`config.mk`:
```
export PLATFORM = sky130hd
export DESIGN_NAME = ctaf_ctrl
export DESIGN_NICKNAME = d
export VERILOG_FILES = /design/src/hw/ctaf_pkg.sv /design/src/hw/ctaf_ctrl.sv
export SDC_FILE = /design/constraint.sdc
export NUM_CORES = 1
export LEC_CHECK = 0
export ABC_AREA = 1
export BUFFER_PORTS_ARGS = -buffer_cell sky130_fd_sc_hd__buf_2
export CORE_ASPECT_RATIO = 1.25
export CORE_MARGIN = 2
export CORE_UTILIZATION = 40
export CTS_CLUSTER_DIAMETER = 40
export DETAILED_ROUTE_END_ITERATION = 8
export MAX_ROUTING_LAYER = met4
export PLACE_DENSITY = 0.71
export SYNTH_ARGS = -nofsm -noshare
export SYNTH_HDL_FRONTEND = slang
export SYNTH_SLANG_ARGS = --single-unit
```
`constraint.sdc`:
```
create_clock -name clock -period 1.4 [get_ports clock]
set_input_delay 0 -clock clock [delete_from_list [all_inputs] [get_ports clock]]
set_output_delay 0 -clock clock [all_outputs]
set_load 0.02 [all_outputs]
```
`src/hw/ctaf_pkg.sv`:
```
// Package with register map, field layout and reset values for the block.
package ctaf_pkg;
    localparam int CTAF_NBUF = 3;
    localparam logic [3:0] ADDR_ABORT_ACK = 4'h0;
    localparam logic [3:0] ADDR_WIN_SEL = 4'h1;
    localparam logic [3:0] ADDR_FILT_CTRL = 4'h2;
    localparam logic [3:0] ADDR_TX_EMPTY = 4'h3;
    localparam logic [3:0] ADDR_ABORT_REQ = 4'h4;
    localparam logic [3:0] ADDR_INIT_CTRL = 4'h5;
    localparam logic [3:0] ADDR_IRQ_STAT = 4'h6;
    localparam logic [3:0] ADDR_IRQ_MASK = 4'h7;
    localparam logic [2:0] BUF_FIELD_RST = 3'h0;
    localparam logic [2:0] TX_EMPTY_RST = 3'h7;
    localparam logic [1:0] MODE_RST = 2'h0;
    localparam logic [2:0] HIT_RST = 3'h0;
    localparam int MODE_LSB = 4;
    localparam int MODE_MSB = 5;
    localparam int HIT_MSB = 2;
    localparam int INIT_RQ_BIT = 0;
    localparam int INIT_AK_BIT = 1;
    localparam int IRQ_W = 5;
    localparam int IRQ_TXE_LSB = 0;
    localparam int IRQ_ABORT_BIT = 3;
    localparam int IRQ_RX_BIT = 4;
    localparam logic [1:0] MODE_CLOSED = 2'h3;
    typedef enum logic [1:0] {
        CTAF_MODE_32, CTAF_MODE_16, CTAF_MODE_8, CTAF_MODE_SHUT
    } ctaf_mode_t;
endpackage

```
`src/hw/ctaf_ctrl.sv`:
```
// CAN transmit abort, buffer window select and acceptance control registers.
// Functional notes
// (RULE1) Abort acknowledge register stays at reset while init mode is active.
// (RULE2) Abort acknowledge flags are read-only; writes do nothing.
// (RULE3) Ack flag reads 1 if that buffer was aborted, else 0.
// (RULE4) Clearing a buffer's empty flag also clears its ack flag.
// (RULE5) Select register reset in init mode; writable only when out of it.
// (RULE6) Select register read shows only its lowest set bit.
// (RULE7) Lowest set select bit chooses the buffer shown in the window.
// (RULE8) Window access blocked while the selected buffer is scheduled.
// (RULE9) No buffer selected means no window access at all.
// (RULE10) Software claims a buffer by copying empty flags into select.
// (RULE11) Filter control writable only in init mode; hit bits read-only.
// (RULE12) Mode bits 5:4 pick 2x32, 4x16, 8x8 filters or closed.
// (RULE13) Closed filter accepts nothing; foreground buffer never reloads.
// (RULE14) Hit bits 2:0 hold the binary index of the matching filter.
// (RULE15) Hit bits update whenever a message enters the foreground buffer.
// (RULE16) Empty flag set on send or granted abort; clears abort request.
// (RULE17) Registers are 8 bits; unused bits read zero, ignore writes.
`timescale 1ns/1ps
module ctaf_ctrl
    import ctaf_pkg::*;
(
    input wire logic clock,
    input wire logic nrst,
    input wire logic [3:0] avs_address,
    input wire logic avs_read,
    input wire logic avs_write,
    input wire logic [7:0] avs_writedata,
    output logic [7:0] avs_readdata,
    output logic avs_waitrequest,
    input wire logic [2:0] tx_sent,
    input wire logic [2:0] tx_abort_granted,
    input wire logic init_mode_acknowledge,
    input wire logic rx_shift,
    input wire logic rx_filter_hit,
    input wire logic [2:0] rx_hit_index,
    input wire logic win_access,
    output logic rx_load,
    output logic [2:0] win_buffer_onehot,
    output logic win_allow,
    output logic [1:0] filter_organisation_mode,
    output logic init_mode_request,
    output logic [2:0] abort_request_bits,
    output logic [2:0] transmit_empty_flags,
    output logic irq
);
    logic init_rq_r;
    logic init_ak_r;
    logic init_ak_s_r;
    logic [2:0] abort_ack_flag_r;
    logic [2:0] sel_r;
    logic [2:0] txe_r;
    logic [2:0] abort_request_bit_r;
    logic [1:0] mode_r;
    logic [2:0] hit_r;
    logic [IRQ_W-1:0] stat_r;
    logic [IRQ_W-1:0] mask_r;
    logic rd_pend_r;
    logic [7:0] rdata_nxt;
    logic in_init;
    logic out_init;
    logic wr;
    logic [2:0] sel_low;
    logic [2:0] txe_set;
    logic [2:0] txe_clr;
    logic [IRQ_W-1:0] ev;

    // Isolates the lowest set bit of a three-bit field.
    function automatic logic [2:0] lowest_bit(input logic [2:0] v);
        return v & (~v + 3'h1);
    endfunction

    // Acknowledge comes from the protocol engine clock area, so sync it.
    always_ff @(posedge clock or negedge nrst) begin
        if (!nrst) begin
            init_ak_s_r <= 1'b0;
            init_ak_r <= 1'b0;
        end else begin
            init_ak_s_r <= init_mode_acknowledge;
            init_ak_r <= init_ak_s_r;
        end
    end

    assign in_init = init_rq_r && init_ak_r;
    assign out_init = !init_rq_r && !init_ak_r;
    // Writes complete in one cycle; reads add one wait cycle
    // so that read data comes from a flip-flop.
    assign wr = avs_write;
    assign avs_waitrequest = avs_read && !rd_pend_r;
    assign sel_low = lowest_bit(sel_r); // [RULE7]
    assign txe_set = (tx_sent | tx_abort_granted) & ~txe_r;
    assign txe_clr = (wr && avs_address == ADDR_TX_EMPTY) ?
        avs_writedata[2:0] : 3'h0;

    always_ff @(posedge clock or negedge nrst) begin
        if (!nrst) begin
            rd_pend_r <= 1'b0;
        end else begin
            rd_pend_r <= avs_read && !rd_pend_r;
        end
    end

    always_ff @(posedge clock or negedge nrst) begin
        if (!nrst) begin
            init_rq_r <= 1'b0;
        end else if (wr && avs_address == ADDR_INIT_CTRL) begin
            init_rq_r <= avs_writedata[INIT_RQ_BIT];
        end
    end

    // Transmit empty flags: software clears by writing one, engine sets.
    always_ff @(posedge clock or negedge nrst) begin
        if (!nrst) begin
            txe_r <= TX_EMPTY_RST;
        end else begin
            txe_r <= (txe_r & ~txe_clr) | txe_set; // [RULE16]
        end
    end

    // A set of the empty flag wins over a new request in the same cycle.
    always_ff @(posedge clock or negedge nrst) begin
        if (!nrst) begin
            abort_request_bit_r <= BUF_FIELD_RST;
        end else if (in_init) begin
            abort_request_bit_r <= BUF_FIELD_RST;
        end else if (wr && avs_address == ADDR_ABORT_REQ && out_init) begin
            abort_request_bit_r <= (abort_request_bit_r | (avs_writedata[2:0] & ~txe_r)) & ~txe_set;
        end else begin
            abort_request_bit_r <= abort_request_bit_r & ~txe_set; // [RULE16]
        end
    end

    // Ack has no write path; a new grant wins over a same-cycle clear.
    always_ff @(posedge clock or negedge nrst) begin
        if (!nrst) begin
            abort_ack_flag_r <= BUF_FIELD_RST;
        end else if (in_init) begin
            abort_ack_flag_r <= BUF_FIELD_RST; // [RULE1]
        end else begin
            abort_ack_flag_r <= (abort_ack_flag_r & ~txe_clr) // [RULE4]
                | (tx_abort_granted & ~txe_r); // [RULE3] [RULE2]
        end
    end

    always_ff @(posedge clock or negedge nrst) begin
        if (!nrst) begin
            sel_r <= BUF_FIELD_RST;
        end else if (in_init) begin
            sel_r <= BUF_FIELD_RST; // [RULE5]
        end else if (wr && avs_address == ADDR_WIN_SEL && out_init) begin
            sel_r <= avs_writedata[2:0]; // [RULE5] [RULE10]
        end
    end

    always_ff @(posedge clock or negedge nrst) begin
        if (!nrst) begin
            mode_r <= MODE_RST;
        end else if (wr && avs_address == ADDR_FILT_CTRL && in_init) begin
            mode_r <= avs_writedata[MODE_MSB:MODE_LSB]; // [RULE11] [RULE12]
        end
    end

    // Hit index follows only messages that reach the foreground buffer.
    always_ff @(posedge clock or negedge nrst) begin
        if (!nrst) begin
            hit_r <= HIT_RST;
        end else if (rx_load) begin
            hit_r <= rx_hit_index; // [RULE14] [RULE15]
        end
    end

    assign rx_load = rx_shift && rx_filter_hit
        && mode_r != MODE_CLOSED; // [RULE13]

    assign ev = {rx_load, |(tx_abort_granted & ~txe_r), txe_set};

    always_ff @(posedge clock or negedge nrst) begin
        if (!nrst) begin
            stat_r <= '0;
        end else if (wr && avs_address == ADDR_IRQ_STAT) begin
            stat_r <= (stat_r & ~avs_writedata[IRQ_W-1:0]) | ev;
        end else begin
            stat_r <= stat_r | ev;
        end
    end

    always_ff @(posedge clock or negedge nrst) begin
        if (!nrst) begin
            mask_r <= '0;
        end else if (wr && avs_address == ADDR_IRQ_MASK) begin
            mask_r <= avs_writedata[IRQ_W-1:0];
        end
    end

    always_comb begin
        rdata_nxt = 8'h00; // [RULE17]
        unique case (avs_address)
            ADDR_ABORT_ACK: rdata_nxt[2:0] = abort_ack_flag_r;
            ADDR_WIN_SEL: rdata_nxt[2:0] = sel_low; // [RULE6]
            ADDR_FILT_CTRL: begin
                rdata_nxt[MODE_MSB:MODE_LSB] = mode_r;
                rdata_nxt[HIT_MSB:0] = hit_r;
            end
            ADDR_TX_EMPTY: rdata_nxt[2:0] = txe_r;
            ADDR_ABORT_REQ: rdata_nxt[2:0] = abort_request_bit_r;
            ADDR_INIT_CTRL: begin
                rdata_nxt[INIT_RQ_BIT] = init_rq_r;
                rdata_nxt[INIT_AK_BIT] = init_ak_r;
            end
            ADDR_IRQ_STAT: rdata_nxt[IRQ_W-1:0] = stat_r;
            ADDR_IRQ_MASK: rdata_nxt[IRQ_W-1:0] = mask_r;
            default: rdata_nxt = 8'h00;
        endcase
    end

    always_ff @(posedge clock or negedge nrst) begin
        if (!nrst) begin
            avs_readdata <= 8'h00;
        end else if (avs_read && !rd_pend_r) begin
            avs_readdata <= rdata_nxt;
        end
    end

    always_ff @(posedge clock or negedge nrst) begin
        if (!nrst) begin
            win_buffer_onehot <= 3'h0;
            win_allow <= 1'b0;
        end else begin
            win_buffer_onehot <= sel_low;
            // A scheduled buffer is locked against the CPU.
            win_allow <= |(sel_low & txe_r); // [RULE8] [RULE9]
        end
    end

    assign filter_organisation_mode = mode_r;
    assign init_mode_request = init_rq_r;
    assign abort_request_bits = abort_request_bit_r;
    assign transmit_empty_flags = txe_r;
    assign irq = |(stat_r & mask_r);

    a_ack_init_clear: assert property (@(posedge clock) disable iff (!nrst)
        $past(in_init) |-> abort_ack_flag_r == 3'h0) // [RULE1]
        else $error("ack not held in init");
    a_ack_no_write: assert property (@(posedge clock) disable iff (!nrst)
        (tx_abort_granted == 3'h0 && !in_init) |=>
        (abort_ack_flag_r & ~$past(abort_ack_flag_r)) == 3'h0) // [RULE2]
        else $error("ack rose without grant");
    a_ack_on_grant: assert property (@(posedge clock) disable iff (!nrst)
        (!in_init && (tx_abort_granted & ~txe_r) != 3'h0) |=>
        (abort_ack_flag_r & $past(tx_abort_granted & ~txe_r))
        == $past(tx_abort_granted & ~txe_r)) // [RULE3]
        else $error("grant not acknowledged");
    a_ack_clr_txe: assert property (@(posedge clock) disable iff (!nrst)
        (txe_clr != 3'h0 && tx_abort_granted == 3'h0) |=>
        (abort_ack_flag_r & $past(txe_clr)) == 3'h0) // [RULE4]
        else $error("ack survived empty clear");
    a_sel_init: assert property (@(posedge clock) disable iff (!nrst)
        in_init |=> sel_r == 3'h0) // [RULE5]
        else $error("select not reset in init");
    a_sel_lowest: assert property (@(posedge clock) disable iff (!nrst)
        (avs_read && !rd_pend_r && avs_address == ADDR_WIN_SEL) |=>
        avs_readdata == {5'h00, $past(sel_low)} &&
        $countones(avs_readdata) <= 1) // [RULE6]
        else $error("select read not lowest bit");
    a_win_block: assert property (@(posedge clock) disable iff (!nrst)
        win_allow |-> $countones(win_buffer_onehot) == 1 &&
        (win_buffer_onehot & $past(txe_r)) != 3'h0) // [RULE8] [RULE9]
        else $error("window open to busy or none");
    a_filt_lock: assert property (@(posedge clock) disable iff (!nrst)
        (wr && avs_address == ADDR_FILT_CTRL && !in_init) |=>
        $stable(mode_r)) // [RULE11]
        else $error("filter control written outside init");
    a_closed_no_load: assert property (@(posedge clock) disable iff (!nrst)
        mode_r == MODE_CLOSED |-> !rx_load ##1 $stable(hit_r)) // [RULE13]
        else $error("closed filter loaded message");
    a_hit_update: assert property (@(posedge clock) disable iff (!nrst)
        rx_load |=> hit_r == $past(rx_hit_index)) // [RULE14] [RULE15]
        else $error("hit index not updated");
    a_txe_rq_clr: assert property (@(posedge clock) disable iff (!nrst)
        txe_set != 3'h0 |=> (abort_request_bit_r & $past(txe_set)) == 3'h0 &&
        (txe_r & $past(txe_set)) == $past(txe_set)) // [RULE16]
        else $error("empty set did not clear request");

    c_abort_seen: cover property (@(posedge clock) disable iff (!nrst)
        abort_ack_flag_r != 3'h0);
    c_win_open: cover property (@(posedge clock) disable iff (!nrst)
        win_allow);
    c_rx_load: cover property (@(posedge clock) disable iff (!nrst)
        rx_load);
    c_irq: cover property (@(posedge clock) disable iff (!nrst) irq);
endmodule

```
==> results.md <==
| Parameter | This run |
| --- | --- |
| Width of the chip | 67.0 µm |
| Lkg Pwr | 0.00136 µW |
| Clock share of power | 0.275 |
| Gr usage total | 0.201 |
| Final critical path time including I/O delays and setup | 1300 ps |
| Number of library cell types mapped by synthesis | 30 |
| Number of antenna diodes | 0 |
| I/O pin count | 53 |
| Sequential cell area | 1030 µm² |
| CTS tree | done |
| Maximum achievable frequency | 770 MHz |
| Sequential cell area fraction in the yosys report | 0.519 |
| Worst-path clk slew | 70 ps |
| FP Rows | 28 |
| Post-route DRC | 0 |
| Area Overhead vs Synth | 28.2% |
| Commonest cells after routing, fill and taps aside | 84 x sky130_fd_sc_hd__nand2_1, 47 x sky130_fd_sc_hd__buf_2, 38 x sky130_fd_sc_hd__dfrtp_1, 26 x sky130_fd_sc_hd__nand3_1, 21 x sky130_fd_sc_hd__inv_1 |
| Final setup violation count | 0 |
| Synth Cell Area | 1990 µm² |
| Count of vias placed by the detailed router | 1829 |
| Starting Density | 0.417 |
| Category of the most critical setup path | reg2out |
| Number of synthesis warnings | 0 |
| Final-layout fill cell count | 490 |
| Launching element type of the critical path | flop |
| Switching power summed over all nets | 1110 µW |
| Post-detailed-routing wire length | 4860 µm |
| Data arrival time of the critical path | 1300 ps |
| Placeable Area | 4760 µm² |
| Worst setup EP type | output pin |
| Cell at the root of the clock tree | sky130_fd_sc_hd__clkbuf_8 |
| Largest net degree at the start of global routing | 22 |
| Largest driver fanout on the critical path | 3 |
| Final hold vios | 0 |
| Number of antenna violations at the first check in global routing | 0 |
| Number of max-slew violations in the final report | 0 |
| Result of the run | finished clean |
| Most common library cell in the layout ignoring fill and taps | sky130_fd_sc_hd__nand2_1 |
| Count of input and output buffers | 47 |
| Number of detailed-routing iterations run before antenna repair | 5 |
| Level count of the clock H-tree | 2 |
| Sw Ratio | 0.328 |
| Drt wl/cell | 13.0 µm |
| Number of nets at the end of the flow | 343 |
| Reg power frac | 0.479 |
| First-pass GRT wire length | 7910 µm |
| Power after layout | 3380 µW |
| Vias in the first global route | 1763 |
| Clock Sink Count | 41 |
| Period utilisation layout | 0.927 |
| Mean area per synthesized cell | 8.10 µm² |
| Final ANT Viol Nets | 0 |
| Data required, critical path | 1400 ps |
| DR vias/cell | 4.88 |
| Global route total overflow | 0 |
| Area of the die | 5550 µm² |
| Multi-input logic area | 838 µm² |
| Share of power burned in combinational logic | 0.246 |
| Fraction of final layout cells sized beyond drive strength 1 | 0.270 |
| Slew at the pin closest to its max-slew limit | 505 ps |
| Cell count after synthesis | 245 |
| Unrepaired setup endpoints after global routing | false |
| Max transition margin | 0.663 |
| Number of buffers between clock root and the deepest sink | 2 |
| Class of the most critical hold timing path | in2reg |
| Final-layout setup total negative slack | 0 ps |
| Count of routing violations after the opening detailed-route iteration | 88 |
| HPWL after detailed placement | 3700 µm |
| Number of max-capacitance violations reported | 0 |
| Die Y-Extent | 82.8 µm |
| Total CTS buffers | 5 |
| Pwr per Cell Area | 1330 nW/µm² |
| Final GP Congestion | 0.892 |
| #FFs+latches synth | 41 |
| Worst vdd rail ir drop | 653 µV |
| Insertion delay to the later sink of the worst-skew pair | 300 ps |
| Int Power | 2270 µW |
| Setup clock skew after layout | 5.46 ps |
[metal layers]
layer | track usage | share of wire
met1 | 0.230 | 0.43
met2 | 0.338 | 0.50
met3 | 0.0297 | 0.045
met4 | 0.112 | 0.027
met5 | - | 0
[worst paths after layout]
check	cells after the start	slack (ps)	endpoint	start
worst max-delay path	5	100	irq	stat_r[2]$_DFF_PN0_
worst min-delay path	3	8	stat_r[3]$_DFF_PN0_	tx_abort_granted[0]
worst max register to register	5	200	abort_request_bits[2]$_DFF_PN0_	init_mode_request$_DFFE_PN0P_
worst min register to register	0	360	init_ak_r$_DFF_PN0_	init_ak_s_r$_DFF_PN0_
max in group asynchronous	3	620	transmit_empty_flags[0]$_DFF_PN1_	nrst
min in group asynchronous	2	180	abort_request_bits[1]$_DFF_PN0_	nrst
[power groups by stage]
stage / combinational, µW / clock (µW) / sequential [µW]
3_5_place_dp: 792 / 0 / 1630
5_1_grt: 939 / 992 / 1650
6_report: 831 / 930 / 1620
4_1_cts: 823 / 948 / 1610
2_1_floorplan: 408 / 0 / 1680
3_3_place_gp: 770 / 0 / 1620
[Yosys cell counts, drive strengths merged]
library cell | instances | area (µm²)
nor3 | 1 | 10.0
conb | 1 | 3.75
nor3b | 1 | 12.5
a221oi | 1 | 8.76
dfrtp | 38 | 951
nand4 | 2 | 12.5
o211ai | 1 | 7.51
inv | 23 | 86.3
nand3 | 28 | 158
dfstp | 3 | 78.8
a31oi | 1 | 6.26
buf | 4 | 31.3
nor2 | 22 | 108
o21ai | 23 | 115
o21ba | 2 | 20.0
o22ai | 2 | 12.5
clkbuf | 1 | 5.00
clkinv | 1 | 5.00
a21oi | 3 | 15.0
nand2 | 87 | 339
[worst max-delay path: stages, from the launching register on]
cell and delay, ps:
sky130_fd_sc_hd__dfrtp_1 410, sky130_fd_sc_hd__nand2_1 70, sky130_fd_sc_hd__nand2_1 60, sky130_fd_sc_hd__a221oi_2 190, sky130_fd_sc_hd__o21ai_1 110, sky130_fd_sc_hd__buf_2 170
[registers in the layout (all words and copies together), names as in the netlist]
register,cells
hit_r,3
win_allow,1
avs_readdata,6
filter_organisation_mode,2
transmit_empty_flags,3
rd_pend_r,1
abort_ack_flag_r,3
stat_r,5
sel_r,3
init_ak_s_r,1
mask_r,5
abort_request_bits,3
win_buffer_onehot,3
init_mode_request,1
init_ak_r,1
[per-stage QoR]
step	worst slack (ps)	std cells	instance area, µm²	utilization	hold slack (ps)
after floorplan	246	246	1990	-	-296
after global placement	219	355	2320	0.486	-29.5
after detailed placement	223	355	2320	0.486	-30.4
after CTS	73.8	373	2530	0.531	6.46
after global routing	1.73	375	2540	0.534	22.6
final	102	375	2540	0.534	8.22
[kinds of logic after synthesis]
group,after synthesis,synth area share
compound gates,33,0.0933
flops,41,0.519
buf+inv,29,0.0643
simple gates,141,0.322
other cells,1,0.00189
[timing repair]
item                                    4_1_cts  5_1_grt
setup buffers                                 0        2
gates resized for setup                       2        0
hold buffers                                 10        0
cloned                                        0        0
endpoints found under the setup margin        1        1
hold endpoints to repair                     29        0
[area by class of cell]
class	count	area share
sequential	41	0.405
multi-input combinational	176	0.329
timing repair buffer	66	0.158
inverter	24	0.0359
tap	60	0.0295
clock buffer	6	0.0285
clock inverter	2	0.0138
No activity file was read; power rests on OpenSTA's default activity.
